--- src/inc/fes_pkg.sv ---
// constants and types for the flash erase/program host controller
`default_nettype none
package fes_pkg;
  localparam int ADDR_W = 17;
  localparam int DATA_W = 16;
  localparam logic [15:0] CMD_UNLOCK1 = 16'h00aa;
  localparam logic [15:0] CMD_UNLOCK2 = 16'h0055;
  localparam logic [15:0] CMD_SETUP_ERASE = 16'h0080;
  localparam logic [15:0] CMD_CHIP = 16'h0010;
  localparam logic [15:0] CMD_SECTOR = 16'h0030;
  localparam logic [15:0] CMD_SUSPEND = 16'h00b0;
  localparam logic [15:0] CMD_RESUME = 16'h0030;
  localparam logic [15:0] CMD_PROGRAM = 16'h00a0;
  localparam logic [15:0] CMD_ABORT = 16'h00f0;
  localparam logic [10:0] UNLOCK_ADDR1 = 11'h555;
  localparam logic [10:0] UNLOCK_ADDR2 = 11'h2aa;
  // status bit positions on the flash data lines
  localparam int DATA_POLL_BIT = 7;
  localparam int TOGGLE_BIT_ONE = 6;
  localparam int TIMEOUT_FLAG_BIT = 5;
  // register byte offsets
  localparam logic [3:0] REG_CTRL = 4'h0;
  localparam logic [3:0] REG_ADDR = 4'h4;
  localparam logic [3:0] REG_DATA = 4'h8;
  localparam logic [3:0] REG_STATUS = 4'hc;
  // status register field positions
  localparam int ST_BUSY = 0;
  localparam int ST_DONE = 1;
  localparam int ST_FAIL = 2;
  localparam int ST_TIMEOUT = 3;
  localparam int ST_REFUSED = 4;
  localparam int ST_WINDOW = 5;
  localparam int ST_READY = 6;
  localparam logic [16:0] ADDR_RST = 17'h00000;
  localparam logic [15:0] DATA_RST = 16'h0000;
  typedef enum logic [2:0] {
    OP_READ = 3'h0, OP_PROGRAM = 3'h1, OP_CHIP = 3'h2, OP_SECTOR = 3'h3,
    OP_ADD = 3'h4, OP_SUSPEND = 3'h5, OP_RESUME = 3'h6, OP_WAIT = 3'h7
  } fes_op_t;
  // pin timing, least times rounded up to whole cycles
  localparam int CLK_NS = 4;
  localparam int T_SETUP_NS = 10;
  localparam int T_WP_NS = 35;
  localparam int T_HOLD_NS = 10;
  localparam int T_ACC_NS = 70;
  localparam int SYNC_CYC = 2;
  localparam logic [4:0] SETUP_CYC = 5'((T_SETUP_NS + CLK_NS - 1) / CLK_NS);
  localparam logic [4:0] WP_CYC = 5'((T_WP_NS + CLK_NS - 1) / CLK_NS);
  localparam logic [4:0] HOLD_CYC = 5'((T_HOLD_NS + CLK_NS - 1) / CLK_NS);
  localparam logic [4:0] READ_CYC =
    5'((T_ACC_NS + CLK_NS - 1) / CLK_NS + SYNC_CYC);
  // sector load window, a longest time so it rounds down
  localparam int T_WINDOW_US = 30;
  localparam int WINDOW_CYC_DEF = T_WINDOW_US * 1000 / CLK_NS;
  localparam int LEAD_CYC = int'(SETUP_CYC) + 4;
endpackage : fes_pkg
`default_nettype wire

--- src/inc/fes_cyc_if.sv ---
// one flash bus cycle request between sequencer and pin engine
`default_nettype none
interface fes_cyc_if;
  logic req;
  logic wr;
  logic [16:0] addr;
  logic [15:0] wdata;
  logic ack;
  logic [15:0] rdata;
  logic weRise;
  modport ctl (output req, wr, addr, wdata, input ack, rdata, weRise);
  modport pin (input req, wr, addr, wdata, output ack, rdata, weRise);
endinterface : fes_cyc_if
`default_nettype wire

--- src/hw/fes_pin_cycle.sv ---
// pin engine: runs one timed read or write cycle on the flash pins
`default_nettype none
module fes_pin_cycle
  import fes_pkg::*;
(
  input wire logic clk,
  input wire logic nrst,
  fes_cyc_if.pin cyc,
  output logic [16:0] flashAddr,
  output logic [15:0] flashDqOut,
  output logic flashDqOe,
  input wire logic [15:0] flashDqIn,
  output logic flashCeN,
  output logic flashOeN,
  output logic flashWeN
);
  typedef enum logic [4:0] {
    PH_IDLE = 5'h01, PH_SETUP = 5'h02, PH_PULSE = 5'h04,
    PH_HOLD = 5'h08, PH_GAP = 5'h10
  } fes_ph_t;
  fes_ph_t ph_q, ph_d;
  logic [4:0] cnt_q, cnt_d;
  logic [16:0] addr_q, addr_d;
  logic [15:0] dq_q, dq_d, rdata_q, rdata_d, dqMeta_q, dqSync_q;
  logic dqOe_q, dqOe_d, wr_q, wr_d, ceN_q, ceN_d, oeN_q, oeN_d;
  logic weN_q, weN_d, ack_q, ack_d, weRise_q, weRise_d;

  // address is set as chip enable falls, ahead of the strobe by the setup time; data is held past the rise by the hold time
  always_comb begin
    ph_d = ph_q;
    cnt_d = (cnt_q == 5'h00) ? cnt_q : 5'(cnt_q - 5'h01);
    addr_d = addr_q;
    dq_d = dq_q;
    dqOe_d = dqOe_q;
    wr_d = wr_q;
    ceN_d = ceN_q;
    oeN_d = oeN_q;
    weN_d = weN_q;
    rdata_d = rdata_q;
    ack_d = 1'b0;
    weRise_d = 1'b0;
    case (ph_q)
      PH_IDLE: begin
        if (cyc.req) begin
          addr_d = cyc.addr;
          dq_d = cyc.wdata;
          dqOe_d = cyc.wr;
          wr_d = cyc.wr;
          ceN_d = 1'b0;
          cnt_d = SETUP_CYC;
          ph_d = PH_SETUP;
        end
      end
      PH_SETUP: begin
        if (cnt_q == 5'h00) begin
          weN_d = !wr_q;
          oeN_d = wr_q;
          cnt_d = wr_q ? WP_CYC : READ_CYC;
          ph_d = PH_PULSE;
        end
      end
      PH_PULSE: begin
        if (cnt_q == 5'h00) begin
          weN_d = 1'b1;
          oeN_d = 1'b1;
          weRise_d = wr_q;
          if (!wr_q) begin
            rdata_d = dqSync_q;
          end
          cnt_d = HOLD_CYC;
          ph_d = PH_HOLD;
        end
      end
      PH_HOLD: begin
        if (cnt_q == 5'h00) begin
          ceN_d = 1'b1;
          dqOe_d = 1'b0;
          ack_d = 1'b1;
          ph_d = PH_GAP;
        end
      end
      PH_GAP: ph_d = PH_IDLE; // lets the sequencer drop its request
      default: ph_d = PH_IDLE;
    endcase
  end

  // registers; data lines pass two flops before anyone samples them
  always_ff @(posedge clk or negedge nrst) begin
    if (!nrst) begin
      ph_q <= PH_IDLE;
      cnt_q <= 5'h00;
      addr_q <= ADDR_RST;
      dq_q <= DATA_RST;
      rdata_q <= DATA_RST;
      dqMeta_q <= DATA_RST;
      dqSync_q <= DATA_RST;
      dqOe_q <= 1'b0;
      wr_q <= 1'b0;
      ceN_q <= 1'b1;
      oeN_q <= 1'b1;
      weN_q <= 1'b1;
      ack_q <= 1'b0;
      weRise_q <= 1'b0;
    end else begin
      ph_q <= ph_d;
      cnt_q <= cnt_d;
      addr_q <= addr_d;
      dq_q <= dq_d;
      rdata_q <= rdata_d;
      dqMeta_q <= flashDqIn;
      dqSync_q <= dqMeta_q;
      dqOe_q <= dqOe_d;
      wr_q <= wr_d;
      ceN_q <= ceN_d;
      oeN_q <= oeN_d;
      weN_q <= weN_d;
      ack_q <= ack_d;
      weRise_q <= weRise_d;
    end
  end

  assign flashAddr = addr_q;
  assign flashDqOut = dq_q;
  assign flashDqOe = dqOe_q;
  assign flashCeN = ceN_q;
  assign flashOeN = oeN_q;
  assign flashWeN = weN_q;
  assign cyc.ack = ack_q;
  assign cyc.rdata = rdata_q;
  assign cyc.weRise = weRise_q;
endmodule : fes_pin_cycle
`default_nettype wire

--- src/hw/fes_window_timer.sv ---
// sector load window timer, restarted by each sector write strobe rise
`default_nettype none
module fes_window_timer
  import fes_pkg::*;
#(
  parameter int WINDOW_CYC = WINDOW_CYC_DEF
) (
  input wire logic clk,
  input wire logic nrst,
  input wire logic restart,
  input wire logic close,
  output logic open
);
  // close early by the lead so the next strobe still falls inside
  localparam logic [12:0] LIMIT = 13'(WINDOW_CYC - LEAD_CYC);
  logic [12:0] cnt_q, cnt_d;
  logic run_q, run_d;

  // any other write ends the window at once
  always_comb begin
    cnt_d = cnt_q;
    run_d = run_q;
    if (restart) begin
      cnt_d = 13'h0000;
      run_d = 1'b1;
    end else if (close) begin
      run_d = 1'b0;
    end else if (run_q) begin
      if (cnt_q >= LIMIT) begin
        run_d = 1'b0;
      end else begin
        cnt_d = 13'(cnt_q + 13'h0001);
      end
    end
  end

  always_ff @(posedge clk or negedge nrst) begin
    if (!nrst) begin
      cnt_q <= 13'h0000;
      run_q <= 1'b0;
    end else begin
      cnt_q <= cnt_d;
      run_q <= run_d;
    end
  end

  assign open = run_q;
endmodule : fes_window_timer
`default_nettype wire

--- src/hw/fes_flash_host.sv ---
// flash host controller: wishbone registers, command sequencer, polling
//
// Chosen here: the Wishbone slave port and the placing of the registers.
`default_nettype none
module fes_flash_host
  import fes_pkg::*;
#(
  parameter int WINDOW_CYC = WINDOW_CYC_DEF
) (
  input wire logic clk,
  input wire logic nrst,
  input wire logic wb_cyc_i,
  input wire logic wb_stb_i,
  input wire logic wb_we_i,
  input wire logic [3:0] wb_adr_i,
  input wire logic [31:0] wb_dat_i,
  input wire logic [3:0] wb_sel_i,
  output logic [31:0] wb_dat_o,
  output logic wb_ack_o,
  output logic [16:0] flashAddr,
  output logic [15:0] flashDqOut,
  output logic flashDqOe,
  input wire logic [15:0] flashDqIn,
  output logic flashCeN,
  output logic flashOeN,
  output logic flashWeN,
  input wire logic readyBusyIn
);
  typedef enum logic [3:0] {
    ST_IDLE = 4'h1, ST_SEND = 4'h2, ST_POLL = 4'h4, ST_ABORT = 4'h8
  } fes_st_t;

  fes_cyc_if cyc ();

  fes_st_t state_q, state_d;
  fes_op_t op_q, op_d, opStart;
  logic [2:0] step_q, step_d;
  logic [16:0] addr_q, addr_d, cycAddr_q, cycAddr_d;
  logic [15:0] data_q, data_d, rdata_q, rdata_d;
  logic [15:0] cycData_q, cycData_d, first_q, first_d;
  logic req_q, req_d, cycWr_q, cycWr_d;
  logic done_q, done_d, fail_q, fail_d, tmo_q, tmo_d;
  logic refused_q, refused_d, recheck_q, recheck_d;
  logic second_q, second_d;
  logic ack_q, ack_d;
  logic [31:0] datO_q, datO_d, wrMerged, status, adrMerged, datMerged;
  logic ryMeta_q, rySync_q;
  logic wbHit, wbWrite, winOpen, winRestart, winClose;
  logic steady, pollOk, tmoSeen;

  // last step index of each order's write list
  function automatic logic [2:0] lastStep(input fes_op_t op);
    case (op)
      OP_PROGRAM: lastStep = 3'h3;
      OP_CHIP, OP_SECTOR: lastStep = 3'h5;
      default: lastStep = 3'h0;
    endcase
  endfunction

  // address and data of each step, unlocks on the fixed low addresses
  function automatic logic [32:0] seqWord(input fes_op_t op,
      input logic [2:0] step, input logic [16:0] a, input logic [15:0] d);
    logic [16:0] u1;
    logic [16:0] u2;
    u1 = {6'h0, UNLOCK_ADDR1};
    u2 = {6'h0, UNLOCK_ADDR2};
    seqWord = {a, d};
    case (op)
      OP_READ: seqWord = {a, DATA_RST};
      OP_ADD: seqWord = {a, CMD_SECTOR};
      OP_SUSPEND: seqWord = {a, CMD_SUSPEND};
      OP_RESUME: seqWord = {a, CMD_RESUME};
      default: begin
        case (step)
          3'h0, 3'h3: seqWord = {u1, CMD_UNLOCK1};
          3'h1, 3'h4: seqWord = {u2, CMD_UNLOCK2};
          3'h2: seqWord = {u1, (op == OP_PROGRAM) ? CMD_PROGRAM
                                                   : CMD_SETUP_ERASE};
          default: seqWord = {u1, CMD_CHIP};
        endcase
        if (op == OP_PROGRAM && step == 3'h3) begin
          seqWord = {a, d};
        end
        if (op == OP_SECTOR && step == 3'h5) begin
          seqWord = {a, CMD_SECTOR};
        end
      end
    endcase
  endfunction

  // byte-lane merge of a wishbone write into a register image
  function automatic logic [31:0] laneMerge(input logic [31:0] old,
      input logic [31:0] nw, input logic [3:0] sel);
    for (int i = 0; i < 4; i++) begin
      old[i*8 +: 8] = sel[i] ? nw[i*8 +: 8] : old[i*8 +: 8];
    end
    laneMerge = old;
  endfunction

  fes_pin_cycle u_pin (
    .clk(clk),
    .nrst(nrst),
    .cyc(cyc.pin),
    .flashAddr(flashAddr),
    .flashDqOut(flashDqOut),
    .flashDqOe(flashDqOe),
    .flashDqIn(flashDqIn),
    .flashCeN(flashCeN),
    .flashOeN(flashOeN),
    .flashWeN(flashWeN)
  );

  // only a sector command strobe re-arms the load window
  assign winRestart = cyc.weRise && cycData_q == CMD_SECTOR &&
                      (op_q == OP_SECTOR || op_q == OP_ADD);
  assign winClose = cyc.weRise && !winRestart;

  fes_window_timer #(.WINDOW_CYC(WINDOW_CYC)) u_win (
    .clk(clk),
    .nrst(nrst),
    .restart(winRestart),
    .close(winClose),
    .open(winOpen)
  );

  assign cyc.req = req_q;
  assign cyc.wr = cycWr_q;
  assign cyc.addr = cycAddr_q;
  assign cyc.wdata = cycData_q;

  // wishbone decode; ack comes one cycle after the strobe
  assign wbHit = wb_cyc_i && wb_stb_i && !ack_q;
  assign wbWrite = wbHit && wb_we_i;
  assign wrMerged = laneMerge(32'h00000000, wb_dat_i, wb_sel_i);
  assign opStart = fes_op_t'(wrMerged[2:0]);
  // lane merges against the current images, selected by the decode below
  assign adrMerged = laneMerge({15'h0, addr_q}, wb_dat_i, wb_sel_i);
  assign datMerged = laneMerge({16'h0000, data_q}, wb_dat_i, wb_sel_i);
  assign status = {25'h0, rySync_q, winOpen, refused_q, tmo_q,
                   fail_q, done_q, state_q != ST_IDLE};

  // poll evaluation on the second of two reads
  assign steady = cyc.rdata[TOGGLE_BIT_ONE] == first_q[TOGGLE_BIT_ONE];
  assign pollOk = (op_q == OP_PROGRAM)
    ? cyc.rdata[DATA_POLL_BIT:TOGGLE_BIT_ONE] ==
      data_q[DATA_POLL_BIT:TOGGLE_BIT_ONE]
    : cyc.rdata[DATA_POLL_BIT];
  assign tmoSeen = cyc.rdata[TIMEOUT_FLAG_BIT] || first_q[TIMEOUT_FLAG_BIT];

  // register file, sequencer and poll loop
  always_comb begin
    state_d = state_q;
    op_d = op_q;
    step_d = step_q;
    addr_d = addr_q;
    data_d = data_q;
    rdata_d = rdata_q;
    cycAddr_d = cycAddr_q;
    cycData_d = cycData_q;
    cycWr_d = cycWr_q;
    req_d = req_q;
    first_d = first_q;
    second_d = second_q;
    recheck_d = recheck_q;
    done_d = done_q;
    fail_d = fail_q;
    tmo_d = tmo_q;
    refused_d = refused_q;
    ack_d = wbHit;
    datO_d = datO_q;
    if (wbHit && !wb_we_i) begin
      case (wb_adr_i)
        REG_CTRL: datO_d = {29'h0, op_q};
        REG_ADDR: datO_d = {15'h0, addr_q};
        REG_DATA: datO_d = {16'h0000, rdata_q};
        REG_STATUS: datO_d = status;
        default: datO_d = 32'h00000000;
      endcase
    end
    if (wbWrite && state_q == ST_IDLE) begin
      case (wb_adr_i)
        REG_ADDR: addr_d = adrMerged[16:0];
        REG_DATA: data_d = datMerged[15:0];
        default: ;
      endcase
    end
    if (wbWrite && wb_adr_i == REG_CTRL && wb_sel_i[0]) begin
      if (state_q != ST_IDLE || (opStart == OP_ADD && !winOpen)) begin
        refused_d = 1'b1;
      end else begin
        op_d = opStart;
        step_d = 3'h0;
        done_d = 1'b0;
        fail_d = 1'b0;
        tmo_d = 1'b0;
        refused_d = 1'b0;
        second_d = 1'b0;
        recheck_d = 1'b0;
        state_d = (opStart == OP_WAIT) ? ST_POLL : ST_SEND;
      end
    end
    case (state_q)
      ST_IDLE: ;
      ST_SEND: begin
        if (!req_q) begin
          {cycAddr_d, cycData_d} = seqWord(op_q, step_q, addr_q, data_q);
          cycWr_d = (op_q != OP_READ);
          req_d = 1'b1;
        end else if (cyc.ack) begin
          req_d = 1'b0;
          if (step_q != lastStep(op_q)) begin
            step_d = 3'(step_q + 3'h1);
          end else begin
            case (op_q)
              OP_PROGRAM, OP_CHIP, OP_RESUME: state_d = ST_POLL;
              default: begin
                rdata_d = (op_q == OP_READ) ? cyc.rdata : rdata_q;
                done_d = 1'b1;
                state_d = ST_IDLE;
              end
            endcase
          end
        end
      end
      ST_POLL: begin
        if (!req_q) begin
          cycAddr_d = addr_q;
          cycWr_d = 1'b0;
          req_d = 1'b1;
        end else if (cyc.ack) begin
          req_d = 1'b0;
          rdata_d = cyc.rdata;
          first_d = cyc.rdata;
          second_d = !second_q;
          if (second_q) begin
            if (steady) begin
              done_d = pollOk;
              state_d = pollOk ? ST_IDLE : ST_ABORT;
            end else if (tmoSeen) begin
              // one more pair: toggling may stop as the flag rises
              recheck_d = 1'b1;
              tmo_d = recheck_q;
              state_d = recheck_q ? ST_ABORT : ST_POLL;
            end
          end
        end
      end
      ST_ABORT: begin
        if (!req_q) begin
          cycAddr_d = addr_q;
          cycData_d = CMD_ABORT;
          cycWr_d = 1'b1;
          req_d = 1'b1;
        end else if (cyc.ack) begin
          req_d = 1'b0;
          fail_d = 1'b1;
          done_d = 1'b1;
          state_d = ST_IDLE;
        end
      end
      default: state_d = ST_IDLE;
    endcase
  end

  // registers; ready/busy pin is brought in through two flops
  always_ff @(posedge clk or negedge nrst) begin
    if (!nrst) begin
      state_q <= ST_IDLE;
      op_q <= OP_READ;
      step_q <= 3'h0;
      addr_q <= ADDR_RST;
      data_q <= DATA_RST;
      rdata_q <= DATA_RST;
      cycAddr_q <= ADDR_RST;
      cycData_q <= DATA_RST;
      cycWr_q <= 1'b0;
      req_q <= 1'b0;
      first_q <= DATA_RST;
      second_q <= 1'b0;
      recheck_q <= 1'b0;
      done_q <= 1'b0;
      fail_q <= 1'b0;
      tmo_q <= 1'b0;
      refused_q <= 1'b0;
      ack_q <= 1'b0;
      datO_q <= 32'h00000000;
      ryMeta_q <= 1'b0;
      rySync_q <= 1'b0;
    end else begin
      state_q <= state_d;
      op_q <= op_d;
      step_q <= step_d;
      addr_q <= addr_d;
      data_q <= data_d;
      rdata_q <= rdata_d;
      cycAddr_q <= cycAddr_d;
      cycData_q <= cycData_d;
      cycWr_q <= cycWr_d;
      req_q <= req_d;
      first_q <= first_d;
      second_q <= second_d;
      recheck_q <= recheck_d;
      done_q <= done_d;
      fail_q <= fail_d;
      tmo_q <= tmo_d;
      refused_q <= refused_d;
      ack_q <= ack_d;
      datO_q <= datO_d;
      ryMeta_q <= readyBusyIn;
      rySync_q <= ryMeta_q;
    end
  end

  assign wb_ack_o = ack_q;
  assign wb_dat_o = datO_q;
endmodule : fes_flash_host
`default_nettype wire

--- config.mk ---
export PLATFORM = sky130hd
export DESIGN_NAME = fes_flash_host
export DESIGN_NICKNAME = d
export VERILOG_FILES = /design/src/inc/fes_pkg.sv /design/src/inc/fes_cyc_if.sv /design/src/hw/fes_pin_cycle.sv /design/src/hw/fes_window_timer.sv /design/src/hw/fes_flash_host.sv
export SDC_FILE = /design/constraint.sdc
export NUM_CORES = 1
export LEC_CHECK = 0
export BUFFER_PORTS_ARGS = -buffer_cell sky130_fd_sc_hd__clkbuf_2
export CORE_ASPECT_RATIO = 1.4
export CORE_MARGIN = 2
export CORE_UTILIZATION = 25
export CTS_BUF_LIST = sky130_fd_sc_hd__clkbuf_8 sky130_fd_sc_hd__clkbuf_16
export CTS_CLUSTER_DIAMETER = 30
export CTS_CLUSTER_SIZE = 16
export DETAILED_ROUTE_END_ITERATION = 12
export HOLD_SLACK_MARGIN = 0.15
export SETUP_SLACK_MARGIN = 0.15
export SLEW_MARGIN = 40
export SYNTH_ARGS = -nofsm -noshare
export SYNTH_HDL_FRONTEND = slang
export SYNTH_SLANG_ARGS = --single-unit
--- constraint.sdc ---
create_clock -name clk -period 4.3 [get_ports clk]
set_clock_uncertainty 0.2 [all_clocks]
set_input_delay 1.29 -clock clk [delete_from_list [all_inputs] [get_ports clk]]
set_output_delay 1.29 -clock clk [all_outputs]
set_load 0.005 [all_outputs]
; ---- Word level (Yosys, flattened, before mapping)
; Index checks and enable logic that the tools add are counted.
[classes]
addsub = 3
mux = 128
eq_ne = 46
n_reduce_logical = 58
bitwise = 2
n_lt_le_gt_ge = 1
[ops]
columns = cell, n
row1 = 2-to-1 mux 16 bit, 9
row2 = one-hot mux 33 bit (3 select lines), 1
row3 = one-hot mux 27 bit (3 select lines), 1
row4 = one-hot mux 17 bit (4 select lines), 1
row5 = 2-to-1 mux 33 bit, 2
row6 = one-hot mux 16 bit (2 select lines), 2
row7 = 2-to-1 mux 1 bit, 59
row8 = 2-to-1 mux 4 bit, 14
row9 = 2-to-1 mux 13 bit, 4
row10 = 2-to-1 mux 5 bit, 9
row11 = 2-to-1 mux 3 bit, 12
row12 = AND reduction 3 bit, 12
row13 = 2-to-1 mux 17 bit, 2
row14 = one-hot mux 17 bit (2 select lines), 1
row15 = inequality test 2 bit (second input constant), 12
row16 = == test 3 bit (second input constant), 7
row17 = one-hot mux 5 bit (4 select lines), 1
row18 = == test 16 x 6 -> 1 bit (second input constant), 1
row19 = one-hot mux 4 bit (4 select lines), 1
row20 = one-hot mux 5 bit (3 select lines), 1
row21 = adder 13 x 1 -> 13 bit (second input constant), 1
row22 = >= comparator 13 bit (second input constant), 1
row23 = logical AND 1 bit, 13
row24 = == test 3 x 2 -> 1 bit (second input constant), 4
row25 = 33 further kinds, 67
[word_totals]
in_bits = 62
word_cells = 278
regBits = 254
out_inout_bits = 70

; ---- Logic depth before layout (Yosys ltp)
; Gate-level depths: netlist of run 1.
[logic_depth]
word_depth = 12
ltp_mapped = 9
ltp_nobuf = 8

; ---- By module
; From an unflattened synthesis of run 1, not the netlist that was laid out.
[hier_totals]
hier_cells = 919
hier_area_um2 = 10363.7
[by_module_without_submodules]
columns = module, n_inst, area_per_inst_um2, seq_area_each_um2, cells_each
row1 = fes_flash_host, 1, 5819.3, 3054.2, 524
row2 = fes_pin_cycle, 1, 3514.6, 2457.4, 282
row3 = fes_window_timer, 1, 1029.7, 350.3, 113

; ---- Least setup slack after synthesis of run 1
; Ideal clock, no wire load.
[synth_timing]
kind = input port to flip-flop
startpoint = input port wb_adr_i[1]
endpoint = register done_q
path_buffers = 0
stages = 5
required_ns = 3.974
setup_slack_ns = 1.228
arrival_ns = 2.746
cell_sequence = or4_4 -> nor4_4 -> and2_1 -> nor2_1 -> o311a_1
[synth_between]
elab_chain_len = 9
elab_cells_between_ends = 15
cone_classes = mux: 12 / reduce/logical: 3
[synth_rtl]
columns = item, line
row1 = start: declaration, fes_flash_host.sv:15  ; input wire logic [3:0] wb_adr_i,
row2 = logical NOT 4 bit *, fes_flash_host.sv:187  ; if (wbWrite && wb_adr_i == REG_CTRL && wb_sel_i[0]) begin
row3 = logical AND 1 bit * (2 in a row), fes_flash_host.sv:187
row4 = 2-to-1 mux 1 bit *, fes_flash_host.sv:187
row5 = 2-to-1 mux 1 bit (on tied branches), "fes_flash_host.sv:236, fes_flash_host.sv:214"
row6 = 2-to-1 mux 1 bit (on tied branches), "fes_flash_host.sv:235, fes_flash_host.sv:211"
row7 = 2-to-1 mux 1 bit (on tied branches), "fes_flash_host.sv:230, fes_flash_host.sv:209"
row8 = 2-to-1 mux 1 bit (on tied branches), "fes_flash_host.sv:226, fes_flash_host.sv:205"
row9 = one-hot mux 1 bit (3 select lines) *, fes_flash_host.sv:202  ; case (state_q)
row10 = via done_d, fes_flash_host.sv:42  ; logic done_q, done_d, fail_q, fail_d, tmo_q, tmo_d;
row11 = end signal: assignment, fes_flash_host.sv:303  ; done_q <= done_d;
row12 = end: declaration, fes_flash_host.sv:42
; The timed path passes the listed nets; every way through them passes the cells marked *.
; A chain may end at the register's enable or synchronous reset.

; ---- Final worst setup path of run 1
[layout_timing]
startpoint = input port wb_adr_i[2]
endpoint = register fail_q
[layout_between]
elab_chain_len = 7
[layout_rtl]
columns = item, line
row1 = logical NOT 4 bit *, fes_flash_host.sv:187
row2 = logical AND 1 bit * (2 in a row), fes_flash_host.sv:187
row3 = 2-to-1 mux 1 bit *, fes_flash_host.sv:187
row4 = 2-to-1 mux 1 bit, fes_flash_host.sv:254  ; end else if (cyc.ack) begin
row5 = 2-to-1 mux 1 bit, fes_flash_host.sv:249  ; if (!req_q) begin
row6 = 2-to-1 mux 1 bit *, fes_flash_host.sv:202
row7 = via fail_d, fes_flash_host.sv:42
row8 = end signal: assignment, fes_flash_host.sv:304  ; fail_q <= fail_d;
row9 = end: declaration, fes_flash_host.sv:42
; Marked as above.

==> results.yml, run 1 <==
placed_design:
  gp_congestion: 0.809
  pre_cts_ws_ns: 0.768
  hpwl_um: 17800
  dp_cells: 1456
  portBuffers: 100
global_route:
  grt_max_degree: 87
  grt_pass1_vias: 6905
  grtUsageTotal_pct: 11.7
  grt_pass1_wl_um: 38900
  overflow: 0
  antenna_found_initial: 1
critical_path:
  critPathArrivalTime_ns: 3.21
  crit_slowest_cell: "or4_4"
  start_kind: "input pin"
  worstPathCellList: "clkbuf_2 -> or4_4 -> nor4_4 -> nand2_1 -> a22o_1"
  crit_type: "in -> reg"
  cp.required_ns: 4.52
  critPathMaxFanout: 11
  end_kind: "register"
  slowest_delay_ns: 0.54
floorplanning:
  die_height_um: 241
  ios: 132
  die_area_mm2: 0.0419
  row_count: 87
  die_w_um: 174
  core-area_mm2: 0.0401
  initial_utilization_pct: 25.1
synth:
  synthesis.area_mm2: 0.0101
  syn_inst: 852
  synth_commonest_cells: "dfrtp_1, nand2_1, mux2_2"
  synth_area_per_cell_um2: 11.8
  synth.distinct_cells: 82
  yosysMostFrequentCell: "dfrtp_1"
  ys_seq_area_share_pct: 58.2
  synth_edf_count: 0
  yosysWarnings: 0
  synthDominantCellAreaShare_pct: 56.9
  ys_async_sr_fraction_pct: 100
  synth_top_cell_by_area: "dfrtp_1"
  ys_top_cells_by_area: "dfrtp_1, mux2_2, nand2_1"
  ys_ff_latch: 234
  synth_top_flop_cell: "dfrtp_1"
job:
  maxCapViolations: 0
worst_hold_path:
  hp-class: "reg -> reg"
sta:
  rsz0062_at_grt: "no"
  timing.final.ws_setup_ns: 1.31
  fin_crit_sh_pct: 69.5
  setup_viol: 0
  fmax_mhz: 334
  tightest_slew_ns: 0.782
  hold_violations: 0
  slew_viol_final: 0
  fin_tns_setup_ns: 0
  timing.hold.ws_ns: 0.146
  slew_headroom_pct: 47.7
  post-route-min-period_ns: 2.99
cts:
  cts_buffer_depth: 3
  root_buffer: "clkbuf_16"
  numCtsBuffers: 41
  cts_resized: 0
  path_clk_slew_ns: 0.05
  htree_levels: 2
  hold_buffers: 7
  cts_sinks: 234
  post_cts_buffers: 0
  clkLatencyLatePin_ns: 0.53
  cts_tree: "done"
power:
  ir_drop_mv: 0.267
  power_leakage_nw: 6.00
  cellPowerDensity_mw_per_mm2: 470
detailed_routing:
  via_count: 6871
  ant_nets: 0
  wl_um: 24400
  firstDrtPassIters: 5
  vias_per_cell: 4.46
  drtIter0Drc: 401
  drc: 0
  wl_per_cell_um: 15.9
layout:
  area_growth_pct: 24.6
  layout-drive-gt1-share_pct: 30.0
  nets: 1043
  fin_cells: 1539
outcome:
  status: "finished clean"
[power breakdown]
| group | switching (mW) | total, mW | internal, mW |
|---|---|---|---|
| sequential | 0.0849 | 2.39 | 2.30 |
| clock | 1.13 | 3.10 | 1.97 |
| combinational | 0.226 | 0.399 | 0.173 |
[cells by family (layout without fill, tap and decap cells)]
family	count (synthesis)	count (layout)	synth area share, %
mux	93	93	11.4
simple gates	300	300	15.3
xor+xnor	15	15	1.30
flops	234	234	58.2
fa+ha+maj	9	9	1.12
other cells	1	16	0.0372
buf+inv	68	206	3.50
compound gates	132	132	9.15
[per-stage QoR]
stage	instance area, um2	util, %	power, mW
after floorplan	10100	-	2.65
after global placement	11100	27.7	2.80
after detailed placement	11100	27.7	2.82
after CTS	12500	31.3	5.97
after global routing	12500	31.3	6.14
final	12500	31.3	5.89
[state kept, by name, indices dropped and copies added (netlist names), 2 cells and up]
signal and cells:
cyc.addr 17, u_pin.ph_q 5, u_pin.cnt_q 5, wb_dat_o 17, u_pin.cyc.rdata 16, u_pin.flashDqOut 16, op_q 3, data_q 16
u_pin.flashAddr 17, state_q 4, step_q 3, u_win.cnt_q 13, first_q 2, cyc.wdata 16, addr_q 17, rdata_q 16
u_pin.dqMeta_q 16, u_pin.dqSync_q 16
[cell usage in the layout, fill, tap and decap left out, types with 3 or more instances in the layout]
| cell type | synthesis | routed |
|---|---|---|
| mux2_2 | 70 | 70 |
| a21oi_1 | 21 | 21 |
| or2_2 | 6 | 6 |
| clkinv_2 | 0 | 4 |
| mux2_4 | 17 | 17 |
| buf_4 | 16 | 6 |
| nor3_1 | 13 | 12 |
| inv_6 | 0 | 4 |
| xor2_1 | 4 | 4 |
| nand2_1 | 117 | 117 |
| conb_1 | 1 | 15 |
| inv_1 | 15 | 22 |
| clkbuf_2 | 0 | 99 |
| nand3b_1 | 7 | 7 |
| clkbuf_8 | 0 | 3 |
| nand4_1 | 5 | 5 |
| o22a_1 | 3 | 3 |
| dfstp_2 | 5 | 5 |
| nor2_1 | 67 | 67 |
| a22o_1 | 12 | 12 |
| dfrtp_1 | 229 | 229 |
| o21ai_0 | 32 | 32 |
| nand2b_1 | 4 | 4 |
| a31oi_1 | 3 | 3 |
| and2_1 | 7 | 7 |
| and3_1 | 5 | 5 |
| nor4_1 | 6 | 6 |
| ha_1 | 9 | 9 |
| a211oi_1 | 4 | 4 |
| a21o_1 | 5 | 5 |
| nor4b_1 | 6 | 5 |
| mux2i_1 | 3 | 3 |
| a22oi_1 | 13 | 13 |
| nand3_1 | 24 | 24 |
| dlygate4sd3_1 | 0 | 7 |
| xnor2_1 | 11 | 11 |
| clkinvlp_4 | 0 | 7 |
| o31ai_1 | 15 | 15 |
| clkbuf_16 | 0 | 42 |
| clkinv_4 | 0 | 5 |
[layout make-up]
type | count | area [um2]
Tap cell | 534 | 668
Clock buffer | 45 | 1090
Fill cell | 4143 | 27500
Clock inverter | 30 | 268
Inverter | 16 | 60.1
Sequential cell | 234 | 5860
Timing Repair Buffer | 115 | 666
Antenna cell | 1 | 2.50
Multi-Input combinational cell | 564 | 3930
[per-layer routing]
metal	vias to the layer above	wire length, um	track usage [%]
met5	-	0	0
met4	0	809	4.86
met3	49	1230	2.86
met2	155	12200	20.3
met1	3420	10200	13.9
li1	3247	-	-
[worst max-delay path: cells and delay by family]
kind / cells / cell delay [ns]
simple gates: 3 / 1.38
compound gates: 1 / 0.34
buf+inv: 1 / 0.20
[worst paths after layout]
kind	from	endpoint	slack, ns	cells past startpoint
min in group asynchronous	nrst	u_pin.flashAddr[13]$_DFFE_PN0P_	0.51	1
worst min-delay path	ryMeta_q$_DFF_PN0_	rySync_q$_DFF_PN0_	0.15	0
worst max register to register	step_q[2]$_DFF_PN0_	cyc.addr[5]$_DFFE_PN0P_	1.34	6
max in group asynchronous	nrst	data_q[1]$_DFFE_PN0P_	2.46	2
worst max-delay path	wb_adr_i[2]	fail_q$_DFF_PN0_	1.31	5
worst min register to register	ryMeta_q$_DFF_PN0_	rySync_q$_DFF_PN0_	0.15	0
Power figures use the tool's default switching activity.
==> inputs of run 2 (changes only) <==
==> constraint.sdc (replaced) <==
create_clock -name clk -period 2.9 [get_ports clk]
set_clock_uncertainty 0.2 [all_clocks]
set_input_delay 0.87 -clock clk [delete_from_list [all_inputs] [get_ports clk]]
set_output_delay 0.87 -clock clk [all_outputs]
set_load 0.005 [all_outputs]
==> run 2 against run 1 <==
Net effect: non-clock buffer count is 26 higher; sequential cell count did not move; cell count increased by 1.5%; combinational power grew 52%; sequential power grew 49%; global-route usage increased by 0.11 points; worst hold slack better by 0.0022 ns; clock power is 52% higher; cell area grew 1.6%; sequential share of layout area decreased by 0.72 points.
==> results.yml, run 2 (synthesis gave the netlist of run 1 again) <==
outcome:
  status: "finished clean"
sta:
  post-route-min-period_ns: 2.65
  hold_violations: 0
  setup_viol: 0
  timing.hold.ws_ns: 0.148
  tightest_slew_ns: 0.700
  slew_viol_final: 0
  fin_crit_sh_pct: 91.3
  slew_headroom_pct: 53.2
  fmax_mhz: 378
  fin_tns_setup_ns: 0
  rsz0062_at_grt: "no"
floorplanning:
  ios: 132
  die_area_mm2: 0.0419
  core-area_mm2: 0.0401
  die_w_um: 174
  initial_utilization_pct: 25.1
  die_height_um: 241
  row_count: 87
global_route:
  grt_pass1_wl_um: 39100
  grt_pass1_vias: 7048
  grt_max_degree: 65
  grtUsageTotal_pct: 11.8
  overflow: 0
  antenna_found_initial: 0
critical_path:
  rr_startpoint: "u_pin.cnt_q[0]$_DFF_PN0_"
  end_kind: "register"
  critPathArrivalTime_ns: 2.84
  slowest_delay_ns: 0.41
  crit_family: "simple AND/OR/NAND/NOR gates"
  regToRegEndpoint: "u_pin.cyc.rdata[13]$_DFFE_PN0P_"
  reg2regPathDepth: 8
  start_kind: "register"
  crit_slowest_cell: "dfrtp_1"
  path_buf_inv: 3
  critPathMaxFanout: 17
  cp.required_ns: 3.10
  r2r_slack_ns: 0.25
  worstPathCellList: "inv_1 -> ha_1 -> or3b_4 -> nor2_4 -> inv_2 -> or3_1 -> buf_4 -> mux2_4"
  crit_type: "reg -> reg"
power:
  power_leakage_nw: 6.13
  power.share.switching_pct: 24.2
  comb_power_share_pct: 6.8
  sequentialPowerShare_pct: 40.0
  cellPowerDensity_mw_per_mm2: 695
  intPower_mw: 6.71
  p_switching_mw: 2.15
  p_clk_share_pct: 53.2
  total_power_mw: 8.86
  ir_drop_mv: 0.422
detailed_routing:
  firstDrtPassIters: 5
  drtIter0Drc: 309
  drc: 0
  via_count: 7036
  ant_nets: 0
  vias_per_cell: 4.50
  wl_per_cell_um: 16.0
  wl_um: 25100
worst_hold_path:
  hp-class: "reg -> reg"
  whs_endpoint: "u_pin.dqSync_q[14]$_DFF_PN0_"
  min_from: "u_pin.dqMeta_q[14]$_DFF_PN0_"
  whs_path_depth: 0
layout:
  nets: 1068
  final_cell_area_mm2: 0.0127
  final_cell_mix: "dfrtp_1, nand2_1, clkbuf_2"
  n_antenna_cell: 0
  layout-drive-gt1-share_pct: 32.1
  layout_commonest_cell: "dfrtp_1"
  area_growth_pct: 26.5
cts:
  post_cts_buffers: 0
  clkLatencyLatePin_ns: 0.53
  cts_buffer_depth: 3
  numCtsBuffers: 40
  htree_levels: 2
  path_clk_slew_ns: 0.05
  cts_tree: "done"
  root_buffer: "clkbuf_16"
  cts_sinks: 234
placed_design:
  gp_congestion: 0.843
  hpwl_um: 18500
  dpl_cell_area_mm2: 0.0113
  portBuffers: 100
job:
  maxCapViolations: 0
run 2: changes by cell type in the layout (fill, tap and decap cells not counted), sizes merged:
cell	previous run	this run
bufinv	2	4
buf	9	37
diode	1	0
clkinvlp	7	4
dlygate4sd3	7	5
clkinv	10	13
clkbuf	144	143
inv	27	24
run 2: repair_timing:
item	CTS	global route
endpoints found under the hold margin	60	0
hold buffers	5	0
gates resized for setup	0	0
run 2: per-layer routing:
metal  part of all wire, %  global-route usage, %  wire [um]  vias up
met1                    40                   13.6      10100     3506
met5                     0                      0          0        -
met4                   3.6                   5.07        896        0
met2                    51                   21.0      12800      192
li1                      -                      -          -     3283
met3                   4.9                   2.72       1230       55
run 2: layout make-up:
class                   count  area [um2]
well taps                 534         668
clock buffers              44        1060
multi-input cells         564        3910
repair buffers            141         868
flip-flops and latches    234        5860
clock inverters            29         313
inverters                  16        60.1
fillers                  4119       27300
run 2: worst max-delay path by stage:
stage                                         from                               to  slack (ns)  cells after the start
final                     u_pin.cnt_q[0]$_DFF_PN0_  u_pin.cyc.rdata[13]$_DFFE_PN0P_        0.25                      8
after floorplan                        wb_adr_i[1]                 done_q$_DFF_PN0_        0.25                      5
after detailed placement               wb_adr_i[1]                 done_q$_DFF_PN0_        0.01                      6
after CTS                 u_pin.cnt_q[0]$_DFF_PN0_  u_pin.cyc.rdata[13]$_DFFE_PN0P_        0.25                      8
after global placement                 wb_adr_i[1]                 done_q$_DFF_PN0_        0.04                      6
after global routing      u_pin.cnt_q[0]$_DFF_PN0_  u_pin.cyc.rdata[14]$_DFFE_PN0P_        0.16                      8
run 2: power by group through the flow:
| stage | logic (mW) | clock network (mW) | registers (mW) |
|---|---|---|---|
| CTS | 0.614 | 4.80 | 3.54 |
| global placement | 0.589 | 0 | 3.59 |
| floorplan | 0.389 | 0 | 3.54 |
| detailed placement | 0.604 | 0 | 3.60 |
| global route | 0.693 | 4.95 | 3.56 |
| finish | 0.605 | 4.71 | 3.55 |
run 2: through the flow:
step | util, % | setup WS (ns) | instances
2_1_floorplan | - | 0.248 | 866
3_3_place_gp | 28.2 | 0.0379 | 1484
3_5_place_dp | 28.3 | 0.0108 | 1484
4_1_cts | 31.8 | 0.247 | 1562
5_1_grt | 31.8 | 0.163 | 1562
6_report | 31.8 | 0.253 | 1562
==> inputs of run 3 (changes only) <==
--- a/config.mk
+++ b/config.mk
@@ -5,9 +5,10 @@
 export SDC_FILE = /design/constraint.sdc
 export NUM_CORES = 1
 export LEC_CHECK = 0
+export ABC_CLOCK_PERIOD_IN_PS = 2900
 export BUFFER_PORTS_ARGS = -buffer_cell sky130_fd_sc_hd__clkbuf_2
 export CORE_ASPECT_RATIO = 1.4
-export CORE_MARGIN = 2
+export CORE_MARGIN = 4
 export CORE_UTILIZATION = 25
 export CTS_BUF_LIST = sky130_fd_sc_hd__clkbuf_8 sky130_fd_sc_hd__clkbuf_16
 export CTS_CLUSTER_DIAMETER = 30
==> constraint.sdc (replaced) <==
create_clock -name clk -period 2.9 [get_ports clk]
set_clock_uncertainty 0.2 [all_clocks]
set_input_delay 0.87 -clock clk [delete_from_list [all_inputs] [get_ports clk]]
set_output_delay 0.87 -clock clk [all_outputs]
set_load 0.1 [all_outputs]
==> run 3 against run 2 <==
Net effect: non-clock buffer count shrank 1; maximum frequency up 1.9%; largest cell class unchanged; sequential share of layout area down 0.30 points; highest routed layer unchanged; via count down 0.51%; largest power group unchanged.
==> results.yml, run 3 (synthesis gave the netlist of run 1 again) <==
cts:
  cts_buffer_depth: 3
  cts_tree: "done"
  htree_levels: 2
  clkLatencyLatePin_ns: 0.53
  numCtsBuffers: 42
  path_clk_slew_ns: 0.05
  root_buffer: "clkbuf_16"
  cts_sinks: 234
floorplanning:
  die_height_um: 245
  die_area_mm2: 0.0436
  initial_utilization_pct: 25.4
  ios: 132
  die_w_um: 178
  core-area_mm2: 0.0396
  row_count: 86
global_route:
  overflow: 0
  grt_pass1_wl_um: 39900
  antenna_found_initial: 1
  grt_max_degree: 56
  grt_pass1_vias: 7229
  grtUsageTotal_pct: 11.4
critical_path:
  start_kind: "register"
  end_kind: "register"
  critPathArrivalTime_ns: 2.80
  cp.required_ns: 3.10
  crit_type: "reg -> reg"
  critPathMaxFanout: 17
detailed_routing:
  wl_um: 24500
  drc: 0
  ant_nets: 0
  wl_per_cell_um: 15.7
  via_count: 7000
  drtIter0Drc: 291
  firstDrtPassIters: 5
  vias_per_cell: 4.49
power:
  sequentialPowerShare_pct: 37.8
  cellPowerDensity_mw_per_mm2: 730
  p_clk_share_pct: 52.7
  ir_drop_mv: 0.427
  p_switching_mw: 2.43
  power.share.switching_pct: 26.0
  power_leakage_nw: 6.16
  intPower_mw: 6.93
  comb_power_share_pct: 9.5
worst_hold_path:
  hp-class: "reg -> reg"
sta:
  rsz0062_at_grt: "no"
  setup_viol: 0
  fmax_mhz: 385
  timing.final.ws_setup_ns: 0.302
  slew_viol_final: 0
  fin_tns_setup_ns: 0
  post-route-min-period_ns: 2.60
  timing.hold.ws_ns: 0.149
  tightest_slew_ns: 0.737
  slew_headroom_pct: 50.1
  hold_violations: 0
  fin_crit_sh_pct: 89.6
layout:
  layout-drive-gt1-share_pct: 32.3
  nets: 1069
  fin_cells: 1559
  final_core_util_pct: 32.4
  final_cell_mix: "dfrtp_1, nand2_1, clkbuf_2"
  area_growth_pct: 27.4
  layout_commonest_cell: "dfrtp_1"
placed_design:
  dp_cells: 1478
  hpwl_um: 18400
  gp_congestion: 0.824
  pre_cts_ws_ns: -0.0246
  portBuffers: 100
job:
  maxCapViolations: 0
outcome:
  status: "finished clean"
-- run 3: critical path, stage by stage, from the launching register on --
cell,delay (ns)
dfrtp_1,0.41
inv_1,0.07
ha_1,0.18
or3b_4,0.41
nor2_4,0.16
inv_4,0.11
or3_1,0.36
buf_4,0.24
mux2_4,0.33
-- run 3: power by group through the flow --
stage	combinational, mW	clock, mW	sequential (mW)
after detailed placement	0.886	0	3.59
after floorplan	0.470	0	3.74
final	0.889	4.93	3.54
after global placement	0.868	0	3.59
after global routing	0.966	5.19	3.56
after CTS	0.894	5.05	3.54
-- run 3: path summary, 6_finish.rpt --
check / start / to / slack (ns) / cells past startpoint
max: u_pin.cnt_q[0]$_DFF_PN0_ / u_pin.cyc.rdata[14]$_DFFE_PN0P_ / 0.30 / 8
min: u_pin.dqMeta_q[12]$_DFF_PN0_ / u_pin.dqSync_q[12]$_DFF_PN0_ / 0.15 / 0
max reg2reg: u_pin.cnt_q[0]$_DFF_PN0_ / u_pin.cyc.rdata[14]$_DFFE_PN0P_ / 0.30 / 8
min reg2reg: u_pin.dqMeta_q[12]$_DFF_PN0_ / u_pin.dqSync_q[12]$_DFF_PN0_ / 0.15 / 0
max in group asynchronous: nrst / u_pin.cyc.rdata[1]$_DFFE_PN0P_ / 1.08 / 4
min in group asynchronous: nrst / u_pin.flashDqOut[14]$_DFFE_PN0P_ / 0.68 / 2
-- run 3: final cells by class --
type                       instances  area, um2
timing repair buffer             140        871
tap                              528        661
multi-input combinational        564       3910
clock inverter                    30        345
clock buffer                      46       1110
antenna                            1       2.50
fill                            4027      26800
sequential                       234       5860
inverter                          16       62.6
-- run 3: through the flow --
stage	power [mW]	cell area, um2
after global routing	9.71	12800
after CTS	9.48	12800
after floorplan	4.21	10100
final	9.36	12800
after detailed placement	4.48	11300
after global placement	4.45	11300
-- run 3: layer usage --
metal  GRT usage, %  vias up  share of wire, %
met4           5.08        0               3.8
met1           14.3     3456                41
met2           18.8      199                49
met3           2.35       51               5.7
li1               -     3294                 -
met5              0        -                 0
-- run 3: what timing repair did --
action,CTS,global route
endpoints found under the hold margin,49,0
endpoints found under the setup margin,0,13
setup buffers,0,0
hold buffers,4,0
gates resized for setup,0,2
